===== config.mk =====
export PLATFORM = sky130hd
export DESIGN_NAME = rxcfg_regs
export DESIGN_NICKNAME = d
export VERILOG_FILES = /design/src/logic/rxcfg_pkg.sv /design/src/logic/rxcfg_regs.sv /design/src/logic/rxcfg_sync_det.sv
export SDC_FILE = /design/constraint.sdc
export NUM_CORES = 1
export LEC_CHECK = 0
export BUFFER_PORTS_ARGS = -buffer_cell sky130_fd_sc_hd__buf_4
export CAP_MARGIN = 40
export CORE_AREA = 2 2 101 142
export CTS_CLUSTER_SIZE = 20
export DETAILED_ROUTE_END_ITERATION = 8
export DIE_AREA = 0 0 103 144
export PLACE_DENSITY = 0.75
export SLEW_MARGIN = 10
export SYNTH_ARGS = -nofsm -noshare
export SYNTH_HDL_FRONTEND = slang
export SYNTH_SLANG_ARGS = --single-unit
export TNS_END_PERCENT = 1

===== constraint.sdc =====
create_clock -name core_clk -period 7.35 [get_ports core_clk]
set_input_delay 0 -clock core_clk [delete_from_list [all_inputs] [get_ports core_clk]]
set_output_delay 0 -clock core_clk [all_outputs]
set_load 0.01 [all_outputs]

===== src/logic/rxcfg_pkg.sv =====
// Constants for the receiver configuration register bank.
// Assumes a byte-wide register port on core_clk with synchronous reset.
// What this block does
// - Address 16 bits 7..4 hold the passive low-pass bandwidth code, reset 1010.
// - Address 16 bits 3..0 hold the receiver bandwidth code, reset 0011.
// - Address 17 bits 7..4 hold the polyphase centre code, reset 0011, low nibble resets 1000.
// - Address 18 bit 7 turns the polyphase filter on in OOK receive, reset off.
// - Address 18 bit 6 set to one stops the bit synchronizer, reset zero keeps it on.
// - Address 18 bit 5 enables sync word recognition, reset off.
// - Address 18 bits 4..3 pick sync length 8, 16, 24 or 32 bits, reset 11.
// - Address 18 bits 2..1 give the tolerated sync bit errors 0..3, reset zero.
// - Address 19 holds the OOK threshold, reset 00000100.
// - Address 20 reads the signal strength and ignores writes.
// - Address 21 bits 7..5 pick the OOK threshold decrement size, reset 000.
// - Address 21 bits 4..2 pick the OOK threshold decrement rate, reset 000.
// - Address 21 bits 1..0 pick the averaging cutoff, codes 01 and 10 unused, reset 00.
// - With continuous data mode a detected sync word is signalled as the primary event.
// - Four sync bytes, first most significant; the fourth only matches at length 11.
package rxcfg_pkg;
    localparam int          ADDR_W         = 5;
    localparam logic [4:0]  ADDR_FILT_BW   = 5'h10;
    localparam logic [4:0]  ADDR_POLY_CTR  = 5'h11;
    localparam logic [4:0]  ADDR_SYNC_CTRL = 5'h12;
    localparam logic [4:0]  ADDR_OOK_THR   = 5'h13;
    localparam logic [4:0]  ADDR_SIG_STR   = 5'h14;
    localparam logic [4:0]  ADDR_OOK_DYN   = 5'h15;
    localparam logic [4:0]  ADDR_SYNC_B0   = 5'h16;
    localparam logic [4:0]  ADDR_SYNC_B3   = 5'h19;
    localparam logic [7:0]  RST_FILT_BW    = 8'hA3;
    localparam logic [7:0]  RST_POLY_CTR   = 8'h38;
    localparam logic [7:0]  RST_SYNC_CTRL  = 8'h18;
    localparam logic [7:0]  RST_OOK_THR    = 8'h04;
    localparam logic [7:0]  RST_OOK_DYN    = 8'h00;
    localparam logic [7:0]  RST_SYNC_BYTE  = 8'h00;
    localparam int          BIT_POLY_EN    = 7;
    localparam int          BIT_BSYNC_OFF  = 6;
    localparam int          BIT_SYNC_EN    = 5;
    localparam int          SYNC_LEN_HI    = 4;
    localparam int          SYNC_LEN_LO    = 3;
    localparam int          SYNC_TOL_HI    = 2;
    localparam int          SYNC_TOL_LO    = 1;
    localparam logic [1:0]  MODE_CONT      = 2'h0;
    localparam logic [1:0]  AVG_RSVD_A     = 2'h1;
    localparam logic [1:0]  AVG_RSVD_B     = 2'h2;
    localparam logic [1:0]  AVG_SAFE       = 2'h0;
endpackage : rxcfg_pkg


===== src/logic/rxcfg_regs.sv =====
// Receiver configuration registers with sync detection.
// Assumes host port, rx bit stream and signal strength on core_clk.
//
// Local design decision: the address-and-strobe port.
module rxcfg_regs
    import rxcfg_pkg::*;
(
    input  wire logic              core_clk,
    input  wire logic              reset,
    input  wire logic [ADDR_W-1:0] reg_addr,
    input  wire logic [7:0]        reg_wdata,
    input  wire logic              reg_wr,
    input  wire logic              reg_rd,
    output logic      [7:0]        reg_rdata,
    input  wire logic [7:0]        signal_strength_in,
    input  wire logic [1:0]        data_mode,
    input  wire logic              rx_bit,
    input  wire logic              rx_bit_valid,
    output logic      [3:0]        passive_lpf_bw_code,
    output logic      [3:0]        rx_bw_code,
    output logic      [3:0]        polyphase_center_code,
    output logic                   polyphase_enable,
    output logic                   bitsync_disable,
    output logic      [7:0]        ook_min_threshold,
    output logic      [2:0]        ook_decrement_size,
    output logic      [2:0]        ook_decrement_rate,
    output logic      [1:0]        ook_average_cutoff,
    output logic                   sync_match,
    output logic                   primary_irq
);
    logic [7:0]  filt_r, filt_nxt;
    logic [7:0]  poly_r, poly_nxt;
    logic [7:0]  sctl_r, sctl_nxt;
    logic [7:0]  thr_r, thr_nxt;
    logic [7:0]  dyn_r, dyn_nxt;
    logic [7:0]  sig_r, sig_nxt;
    logic [7:0]  rdata_r, rdata_nxt;
    logic [7:0]  sbyte_r [4];
    logic [7:0]  sbyte_nxt [4];
    logic        irq_r, irq_nxt;
    logic        match_w;

    // True when the address falls inside the sync byte register range
    function automatic logic is_sync_byte(input logic [ADDR_W-1:0] a);
        return (a >= ADDR_SYNC_B0) && (a <= ADDR_SYNC_B3);
    endfunction

    // Register writes; signal strength location ignores writes
    always_comb
    begin
        filt_nxt = filt_r;
        poly_nxt = poly_r;
        sctl_nxt = sctl_r;
        thr_nxt  = thr_r;
        dyn_nxt  = dyn_r;
        sig_nxt  = signal_strength_in;
        for (int i = 0; i < 4; i++)
            sbyte_nxt[i] = sbyte_r[i];
        if (reg_wr)
        begin
            case (reg_addr)
                ADDR_FILT_BW:   filt_nxt = reg_wdata;
                ADDR_POLY_CTR:  poly_nxt = reg_wdata;
                ADDR_SYNC_CTRL: sctl_nxt = reg_wdata;
                ADDR_OOK_THR:   thr_nxt  = reg_wdata;
                ADDR_OOK_DYN:
                begin
                    dyn_nxt = reg_wdata;
                    // Reserved cutoff codes fall back to the default to keep the filter sane
                    if (reg_wdata[1:0] == AVG_RSVD_A || reg_wdata[1:0] == AVG_RSVD_B)
                        dyn_nxt[1:0] = AVG_SAFE;
                end
                default:
                begin
                    if (is_sync_byte(reg_addr))
                        sbyte_nxt[2'(reg_addr - ADDR_SYNC_B0)] = reg_wdata;
                end
            endcase
        end
    end

    // Read mux, data one cycle after the strobe; unmapped reads zero
    always_comb
    begin
        rdata_nxt = 8'h00;
        if (reg_rd)
        begin
            case (reg_addr)
                ADDR_FILT_BW:   rdata_nxt = filt_r;
                ADDR_POLY_CTR:  rdata_nxt = poly_r;
                ADDR_SYNC_CTRL: rdata_nxt = sctl_r;
                ADDR_OOK_THR:   rdata_nxt = thr_r;
                ADDR_SIG_STR:   rdata_nxt = sig_r;
                ADDR_OOK_DYN:   rdata_nxt = dyn_r;
                default:
                begin
                    if (is_sync_byte(reg_addr))
                        rdata_nxt = sbyte_r[2'(reg_addr - ADDR_SYNC_B0)];
                end
            endcase
        end
    end

    // Primary event: sync match in continuous mode
    always_comb
    begin
        irq_nxt = match_w && (data_mode == MODE_CONT);
    end

    // Registers; reset restores every default
    always_ff @(posedge core_clk)
    begin
        if (reset)
        begin
            filt_r  <= RST_FILT_BW;
            poly_r  <= RST_POLY_CTR;
            sctl_r  <= RST_SYNC_CTRL;
            thr_r   <= RST_OOK_THR;
            dyn_r   <= RST_OOK_DYN;
            sig_r   <= 8'h00;
            rdata_r <= 8'h00;
            irq_r   <= 1'b0;
            for (int i = 0; i < 4; i++)
                sbyte_r[i] <= RST_SYNC_BYTE;
        end
        else
        begin
            filt_r  <= filt_nxt;
            poly_r  <= poly_nxt;
            sctl_r  <= sctl_nxt;
            thr_r   <= thr_nxt;
            dyn_r   <= dyn_nxt;
            sig_r   <= sig_nxt;
            rdata_r <= rdata_nxt;
            irq_r   <= irq_nxt;
            for (int i = 0; i < 4; i++)
                sbyte_r[i] <= sbyte_nxt[i];
        end
    end

    // Sync detector, pattern first byte most significant
    rxcfg_sync_det u_sync
    (
        .core_clk     (core_clk),
        .reset        (reset),
        .enable       (sctl_r[BIT_SYNC_EN]),
        .sync_len     (sctl_r[SYNC_LEN_HI:SYNC_LEN_LO]),
        .sync_tol     (sctl_r[SYNC_TOL_HI:SYNC_TOL_LO]),
        .pattern      ({sbyte_r[0], sbyte_r[1], sbyte_r[2], sbyte_r[3]}),
        .rx_bit       (rx_bit),
        .rx_bit_valid (rx_bit_valid),
        .match        (match_w)
    );

    // Field outputs straight from the registers
    assign passive_lpf_bw_code   = filt_r[7:4];
    assign rx_bw_code            = filt_r[3:0];
    assign polyphase_center_code = poly_r[7:4];
    assign polyphase_enable      = sctl_r[BIT_POLY_EN];
    assign bitsync_disable       = sctl_r[BIT_BSYNC_OFF];
    assign ook_min_threshold     = thr_r;
    assign ook_decrement_size    = dyn_r[7:5];
    assign ook_decrement_rate    = dyn_r[4:2];
    assign ook_average_cutoff    = dyn_r[1:0];
    assign sync_match            = match_w;
    assign primary_irq           = irq_r;
    assign reg_rdata             = rdata_r;

    chk_readback_write: assert property (@(posedge core_clk) disable iff (reset)
        reg_wr && reg_addr == ADDR_OOK_THR ##1 reg_rd && reg_addr == ADDR_OOK_THR
        |=> reg_rdata == $past(reg_wdata, 2))
        else $error("threshold readback mismatch");
    chk_sig_readonly: assert property (@(posedge core_clk) disable iff (reset)
        reg_rd && reg_addr == ADDR_SIG_STR |=> reg_rdata == $past(sig_r))
        else $error("signal strength readback wrong");
    chk_cutoff_legal: assert property (@(posedge core_clk) disable iff (reset)
        ook_average_cutoff != AVG_RSVD_A && ook_average_cutoff != AVG_RSVD_B)
        else $error("reserved averaging cutoff held");
    chk_irq_from_match: assert property (@(posedge core_clk) disable iff (reset)
        match_w && data_mode == MODE_CONT |=> primary_irq)
        else $error("sync match not signalled");
    chk_reset_defaults: assert property (@(posedge core_clk)
        $past(reset) |-> passive_lpf_bw_code == 4'hA && rx_bw_code == 4'h3
        && ook_min_threshold == RST_OOK_THR)
        else $error("reset defaults wrong");
    chk_sync_off_quiet: assert property (@(posedge core_clk) disable iff (reset)
        !sctl_r[BIT_SYNC_EN] ##1 !sctl_r[BIT_SYNC_EN] |-> !sync_match)
        else $error("match with recognition off");
    chk_ctrl_write: assert property (@(posedge core_clk) disable iff (reset)
        reg_wr && reg_addr == ADDR_SYNC_CTRL |=> polyphase_enable == $past(reg_wdata[7])
        && bitsync_disable == $past(reg_wdata[6]))
        else $error("control write not applied");
    chk_dyn_write: assert property (@(posedge core_clk) disable iff (reset)
        reg_wr && reg_addr == ADDR_OOK_DYN |=> ook_decrement_size == $past(reg_wdata[7:5])
        && ook_decrement_rate == $past(reg_wdata[4:2]))
        else $error("decrement fields not applied");
endmodule // rxcfg_regs


===== src/logic/rxcfg_sync_det.sv =====
// Sync word detector: sliding window compare with error tolerance.
// Assumes rx_bit and rx_bit_valid already on core_clk.
module rxcfg_sync_det
    import rxcfg_pkg::*;
(
    input  wire logic        core_clk,
    input  wire logic        reset,
    input  wire logic        enable,
    input  wire logic [1:0]  sync_len,
    input  wire logic [1:0]  sync_tol,
    input  wire logic [31:0] pattern,
    input  wire logic        rx_bit,
    input  wire logic        rx_bit_valid,
    output logic             match
);
    logic [31:0] shift_r;
    logic [31:0] shift_nxt;
    logic        match_r;
    logic        match_nxt;
    logic [31:0] diff;
    logic [31:0] mask;
    logic [5:0]  errs;

    // Window mask: fourth byte only counts at the longest length
    always_comb
    begin
        mask = 32'hFF000000;
        case (sync_len)
            2'h1:    mask = 32'hFFFF0000;
            2'h2:    mask = 32'hFFFFFF00;
            2'h3:    mask = 32'hFFFFFFFF;
            default: mask = 32'hFF000000;
        endcase
    end

    // Newest bit lands in bit 0; pattern aligned so its first byte is oldest
    always_comb
    begin
        shift_nxt = shift_r;
        if (rx_bit_valid)
            shift_nxt = {shift_r[30:0], rx_bit};
        diff = (shift_nxt ^ (pattern >> (6'd8 * (6'd3 - {4'h0, sync_len})))) &
               (mask >> (6'd8 * (6'd3 - {4'h0, sync_len})));
        errs = 6'h0;
        for (int i = 0; i < 32; i++)
            errs = errs + {5'h0, diff[i]};
        // One-cycle pulse per received bit that completes a match
        match_nxt = enable && rx_bit_valid && (errs <= {4'h0, sync_tol});
    end

    always_ff @(posedge core_clk)
    begin
        if (reset)
        begin
            shift_r <= 32'h0;
            match_r <= 1'b0;
        end
        else
        begin
            shift_r <= shift_nxt;
            match_r <= match_nxt;
        end
    end

    assign match = match_r;

    chk_match_needs_enable: assert property (@(posedge core_clk) disable iff (reset)
        match |-> $past(enable) && $past(rx_bit_valid))
        else $error("sync match without enable or bit");
endmodule // rxcfg_sync_det


==> results.md, run 1 <==
* Netlist area before placement at 6610 um2
* Sequential-to-total area share from yosys stat at 0.366
* First DRT Iteration DRCs at 360
* Synth Net Count at 727
* Status: complete, no violations
* First-pass GRT wire length at 27,900 um
* Synth Register Bits at 121
* Io pins at 69
* Async SR Flop Fraction at 0
* Internal at 1.23 mW
* Period utilization at 0.879
* Ys Warns at 0
* Worst hold-check path type: input port to flip-flop
* Final Critical Period at 6.46 ns
* Wire per inst at 19.2 um
* GRT Util Overall at 0.250
* Pwr per Cell Area at 204 nW/um2
* Post-synth top area share at 0.366
* Drt pass-1 iters at 6
* Headroom to the max-slew limit at 0.409
* Ys flop type: dfxtp_1
* Vias in the first global route at 5,339
* Final nets at 785
* Clock network power share at 0.504
* Post_cts resized at 0
* N_diodes at 0
* Largest net degree at the start of global routing at 77
* Core area at 13,700 um2
* Dpl cell area at 7110 um2
* Sw frac at 0.234
* Die area at 14,800 um2
* Synth unique cells at 50
* Most frequent cell after synthesis: dfxtp_1
* Net load switching power at 0.376 mW
* Final Hold Viols at 0
* Initial antenna violation count at 0
* Top cells by count, synth: 121 x dfxtp_1, 96 x mux2i_1, 84 x nor2_1
* Critical path, cell by cell: buf_4, mux4_2, xor2_1, fa_1, fa_1, inv_1, fa_1, fa_1, fa_1, fa_1, fa_1, fa_1, ha_1, a21oi_1, a21oi_1, a211oi_1
* Register share of total power at 0.415
* DR vias/cell at 5.65
* CTS root buf: clkbuf_16
* Row count at 51
* CTS buffer count at 17
* CP startpoint: sctl_r[3]$_SDFFE_PP1P_
* Clk buf depth at 2
* Total wire length at 17,600 um
* CP max stage cell: mux4_2
* Critical path class: flip-flop to flip-flop
* FMAX at 155 MHz
* GPL Wtd Cong at 0.934
* Worst Tran Pin Value at 0.880 ns
* CTS clk-pin slew, worst paths at 0.06 ns
* # DRC at 0
* Comb pwr share at 0.081
* Max Clock Skew at 0.00546 ns
* Area leader, netlist: dfxtp_1
* CTS tree: yes
* Setup_tns at 0 ns
* Gate Count Post-Synth at 664
* Design area at 7880 um2
* Hold Startpoint: reset
* Syn avg cell area at 9.96 um2
* Unrepaired setup endpoints after global routing: false
* Die Width at 103 um
* Arr. time, crit path at 6.78 ns
* Hpwl dp at 12,500 um
* Final Max Tran Viols at 0
* Maximum vdd drop at 178 uV
* Max Cap Viol at 0
* CP dominant cell by count: fa_1
* Static Leak at 3.36 nW
* Crit Path Max Fanout at 27
* Area grow syn2layout at 19.2%
* Clock latency on the worst-skew pair at 0.41 ns
* R2R Path Start: sctl_r[3]$_SDFFE_PP1P_
* Number of fillers in the final layout at 1,153
* Worst stage delay on the critical path at 0.56 ns
* H-tree depth at 4
* Post-DRT Antenna Nets at 0
* Effective utilization at floorplan at 0.484
* Worst Path Required at 7.67 ns
* Vias at 5,201
* Crit end category: flip-flop
* Share of cells above drive strength 1 at 0.178
* Die H at 144 um
* CP Launch Type: flip-flop
* IO Port Bufs at 68
* Gr ovfl total at 0
* TritonCTS Sinks at 121
* Post-synth EDFFs at 0
* Finish-stage setup viols at 0
* Synth area leaders: dfxtp_1 37%, mux2i_1 15%, fa_1 7.3%, mux4_2 6.5%, nor2_1 4.8%
==> layer usage <==
layer  GRT usage  up-vias  wire, um
li1            -     2387         -
met1       0.267     2521      6260
met2       0.434      228      9270
met3      0.0536       65       945
met4       0.163        0      1170
met5           0        -         0
==> cell type report <==
cell class / count / area [um2] / share of cell area
multi-input cells: 457 / 3780 / 0.480
flip-flops and latches: 121 / 2420 / 0.307
clock inverters: 12 / 125 / 0.0159
inverters: 33 / 124 / 0.0157
repair buffers: 92 / 738 / 0.0937
clock buffers: 20 / 457 / 0.0579
well taps: 185 / 231 / 0.0294
==> flip-flops by register name, summed over array words and instances (netlist names) <==
name,flops
sbyte_r,32
dyn_r,7
poly_r,8
u_sync.shift_r,32
u_sync.match,1
sctl_r,8
sig_r,8
filt_r,8
primary_irq,1
reg_rdata,8
ook_min_threshold,8
==> power by group through the flow <==
| stage | Combinational (mW) | Clock [mW] | Sequential [mW] |
|---|---|---|---|
| after global routing | 0.144 | 0.846 | 0.668 |
| after detailed placement | 0.122 | 0 | 0.682 |
| after floorplan | 0.0890 | 0 | 0.680 |
| final | 0.131 | 0.810 | 0.668 |
| after CTS | 0.131 | 0.817 | 0.668 |
| after global placement | 0.117 | 0 | 0.681 |
==> layout by cell type (no fill, tap or decap), drive strengths merged, types with 2 or more instances in the layout <==
cell type	synthesis	final
a211o	6	6
a211oi	2	2
a21oi	28	28
a22o	7	7
a22oi	5	5
a31oi	2	2
a32oi	4	4
and2	5	5
buf	27	73
bufinv	0	2
clkbuf	26	20
clkinv	0	7
clkinvlp	0	3
dfxtp	121	121
dlygate4sd3	0	19
fa	24	24
ha	10	10
inv	33	33
mux2i	96	96
mux4	20	20
nand2	44	44
nand2b	3	3
nand3	16	16
nand3b	6	6
nand4bb	2	2
nor2	85	85
nor2b	13	13
nor4b	2	2
o21ai	19	19
o22ai	3	3
o31ai	3	3
or3b	2	2
xnor2	19	19
xor2	21	21
==> worst paths after layout <==
| kind | to | slack (ns) | cells past startpoint |
|---|---|---|---|
| max | u_sync.match$_SDFF_PP0_ | 0.89 | 16 |
| min | u_sync.shift_r[26]$_SDFF_PP0_ | 0.009 | 2 |
| max reg2reg | u_sync.match$_SDFF_PP0_ | 0.89 | 16 |
| min reg2reg | sctl_r[0]$_SDFFE_PP0P_ | 0.46 | 2 |
==> stage by stage <==
stage | hold slack [ns] | instances | worst slack (ns) | power [mW] | utilization
6_report | 0.00882 | 920 | 0.890 | 1.61 | 0.577
5_1_grt | 0.0174 | 920 | 0.548 | 1.66 | 0.577
4_1_cts | 0.00184 | 920 | 0.860 | 1.62 | 0.577
3_5_place_dp | 0.164 | 869 | 0.864 | 0.804 | 0.521
3_3_place_gp | 0.162 | 868 | 1.05 | 0.799 | 0.520
2_1_floorplan | 0.0767 | 664 | 1.09 | 0.769 | -
==> timing repair <==
| item | in CTS | in global routing |
|---|---|---|
| endpoints found under the hold margin | 76 | 0 |
| buffers inserted | 0 | 0 |
| hold buffers | 19 | 0 |
==> cell families (layout without fill, tap and decap cells) <==
logic type,Yosys count,after routing,share of synthesized area
fa+ha+maj,34,34,0.0916
xor+xnor,40,40,0.0530
simple gates,186,186,0.135
buf+inv,86,157,0.0615
mux,116,116,0.214
compound gates,81,81,0.0787
flops,121,121,0.366
==> worst max-delay path: cells and delay by family (launching register included) <==
kind	cells	cell delay, ns
xor+xnor	1	0.22
buf+inv	2	0.46
mux	1	0.56
fa+ha+maj	9	4.36
flops	1	0.39
compound gates	3	0.38
Note: power is estimated with default switching activity, not from simulation.
==> run 2, diff against run 1 <==
- ABC_CLOCK_PERIOD_IN_PS: default -> 7350
- BUFFER_PORTS_ARGS: -buffer_cell sky130_fd_sc_hd__buf_4 -> -buffer_cell sky130_fd_sc_hd__buf_2
==> run 2 against run 1 <==
Sequential share of layout area increased by 0.84 points. Clock power decreased by 8.0%. Fmax decreased by 0.59%. Utilization decreased by 1.5 points. Flip-flop and latch count unchanged. Register-to-register slack got worse by 0.04 ns. Die area unchanged. Global-route usage decreased by 0.36 points. Total power decreased by 4.3%. Sequential power about the same. Critical path type unchanged.
==> results.md, run 2 (synthesized netlist as in run 1, its figures left out) <==
* GRT Util Overall at 0.246 (-0.00357)
* CTS root buf: clkbuf_16
* Final Max Tran Viols at 0 (unchanged)
* Static Leak at 3.30 nW (-1.8%)
* N_diodes at 0 (unchanged)
* Post-DRT Antenna Nets at 0 (unchanged)
* Die Width at 103 um (unchanged)
* Worst hold-check path type: input port to flip-flop
* CTS buffer count at 17 (unchanged)
* Max Clock Skew at 0.00802 ns (+0.00256 ns)
* Setup_tns at 0 ns (unchanged)
* Commonest non-fill, non-tap cells in the layout: 121 x dfxtp_1, 96 x mux2i_1, 84 x nor2_1
* Finish-stage setup viols at 0 (unchanged)
* Period utilization at 0.884 (+0.00518)
* IO Port Bufs at 68 (unchanged)
* Maximum vdd drop at 167 uV (-5.8%)
* H-tree depth at 4 (unchanged)
* Area grow syn2layout at 16.0%
* Commonest non-fill, non-tap cell in the layout: dfxtp_1
* Critical path, cell by cell: buf_4, mux4_2, xnor2_1, fa_1, inv_1, fa_1, inv_1, fa_1, fa_1, fa_1, fa_1, fa_1, fa_1, ha_1, a21oi_1, a21oi_1, a211oi_1
* CP Launch Type: flip-flop
* Sw frac at 0.252 (+0.0180)
* CP max stage cell: mux4_2
* Largest net degree at the start of global routing at 70 (-9.1%)
* Internal at 1.15 mW (-6.6%)
* Worst Path Required at 7.68 ns (about the same)
* Row count at 51 (unchanged)
* Clock latency on the worst-skew pair at 0.42 ns (about the same)
* GPL Wtd Cong at 0.882 (-5.6%)
* Total wire length at 17,400 um (-1.3%)
* Die H at 144 um (unchanged)
* Drt pass-1 iters at 9 (+3)
* Headroom to the max-slew limit at 0.396 (-0.0131)
* Seq. cell area at 2420 um2 (unchanged)
* Crit end category: flip-flop
* Share of cells above drive strength 1 at 0.178 (-0.000484)
* FMAX at 154 MHz (-0.59%)
* DR vias/cell at 5.65 (-0.14%)
* Final nets at 787 (+0.25%)
* Clk buf depth at 2 (unchanged)
* TritonCTS Sinks at 121 (unchanged)
* Crit Path Max Fanout at 27 (unchanged)
* Register share of total power at 0.434 (+0.019)
* Effective utilization at floorplan at 0.484 (unchanged)
* Net load switching power at 0.387 mW (+3.0%)
* Top flop regs: sbyte_r: 32 flops, u_sync.shift_r: 32 flops
* Max Cap Viol at 0 (unchanged)
* CP dominant cell by count: fa_1
* Final Hold Viols at 0 (unchanged)
* Critical path class: flip-flop to flip-flop
* CTS tree: yes
* Die area at 14,800 um2 (unchanged)
* Unrepaired setup endpoints after global routing: false
* First DRT Iteration DRCs at 418 (+16%)
* Final Critical Period at 6.50 ns (+0.0381 ns)
* Wire per inst at 18.9 um (-1.5%)
* CP Buf/Inv Count at 3 (+1)
* Vias in the first global route at 5,332 (-0.13%)
* Worst stage delay on the critical path at 0.57 ns (about the same)
* Comb pwr share at 0.082 (about the same)
* Arr. time, crit path at 6.83 ns (+0.05 ns)
* Clock network power share at 0.484 (-0.020)
* Worst Tran Pin Value at 0.905 ns (+0.0243 ns)
* Post-CTS Setup Repair Bufs at 0 (unchanged)
* Vias at 5,205 (+0.077%)
* First-pass GRT wire length at 27,300 um (-2.1%)
* CTS clk-pin slew, worst paths at 0.06 ns (about the same)
* Area of the multi-input gates at 3780 um2 (unchanged)
* # DRC at 0 (unchanged)
* Total power at 1.54 mW (-4.3%)
* Gr ovfl total at 0 (unchanged)
* Initial antenna violation count at 0 (unchanged)
* Pwr per Cell Area at 200 nW/um2 (-1.7%)
* Io pins at 69 (unchanged)
* Status: complete, no violations
* Number of fillers in the final layout at 1,182 (+2.5%)
* Core area at 13,700 um2 (unchanged)
* Hpwl dp at 12,700 um (+1.1%)
* Crit-path leading delay family: adder cells
-- run 2: path summary, 6_finish.rpt --
path / start / endpoint / slack, ns / depth (start not counted)
min reg2reg: sctl_r[0]$_SDFFE_PP0P_ / sctl_r[0]$_SDFFE_PP0P_ / 0.46 / 2
max: sctl_r[3]$_SDFFE_PP1P_ / u_sync.match$_SDFF_PP0_ / 0.85 / 17
max reg2reg: sctl_r[3]$_SDFFE_PP1P_ / u_sync.match$_SDFF_PP0_ / 0.85 / 17
min: reset / u_sync.shift_r[5]$_SDFF_PP0_ / 0.02 / 2
-- run 2: per-stage QoR --
| step | utilization | worst slack (ns) | hold WS [ns] | instance area [um2] | std cells |
|---|---|---|---|---|---|
| after floorplan | - | 1.09 | 0.0767 | 6610 | 664 |
| after global placement | 0.509 | 1.05 | 0.162 | 6950 | 870 |
| after detailed placement | 0.510 | 0.813 | 0.171 | 6960 | 871 |
| after CTS | 0.562 | 0.817 | 0.0238 | 7670 | 922 |
| after global routing | 0.562 | 0.511 | 0.0461 | 7670 | 922 |
| final | 0.562 | 0.852 | 0.0231 | 7670 | 922 |
-- run 2: power by group through the flow --
stage	sequential [mW]	combinational, mW	clock (mW)
2_1_floorplan	0.680	0.0890	0
3_3_place_gp	0.681	0.112	0
3_5_place_dp	0.681	0.118	0
4_1_cts	0.667	0.126	0.750
5_1_grt	0.668	0.139	0.783
6_report	0.668	0.126	0.745
-- run 2: layout make-up --
type	count	area share
multi-input cells	457	0.493
clock buffers	21	0.0587
well taps	185	0.0302
clock inverters	11	0.00978
inverters	33	0.0161
repair buffers	94	0.0763
flip-flops and latches	121	0.316
-- run 2: metal layers --
metal / wire [um] / up-vias / GRT usage
li1: - / 2395 / -
met3: 963 / 65 / 0.0614
met2: 9290 / 209 / 0.430
met4: 1010 / 0 / 0.156
met5: 0 / - / 0
met1: 6160 / 2536 / 0.258
-- run 2: what timing repair did --
item	4_1_cts	5_1_grt
hold endpoints to repair	46	0
hold buffers	19	0
gates resized for setup	0	0
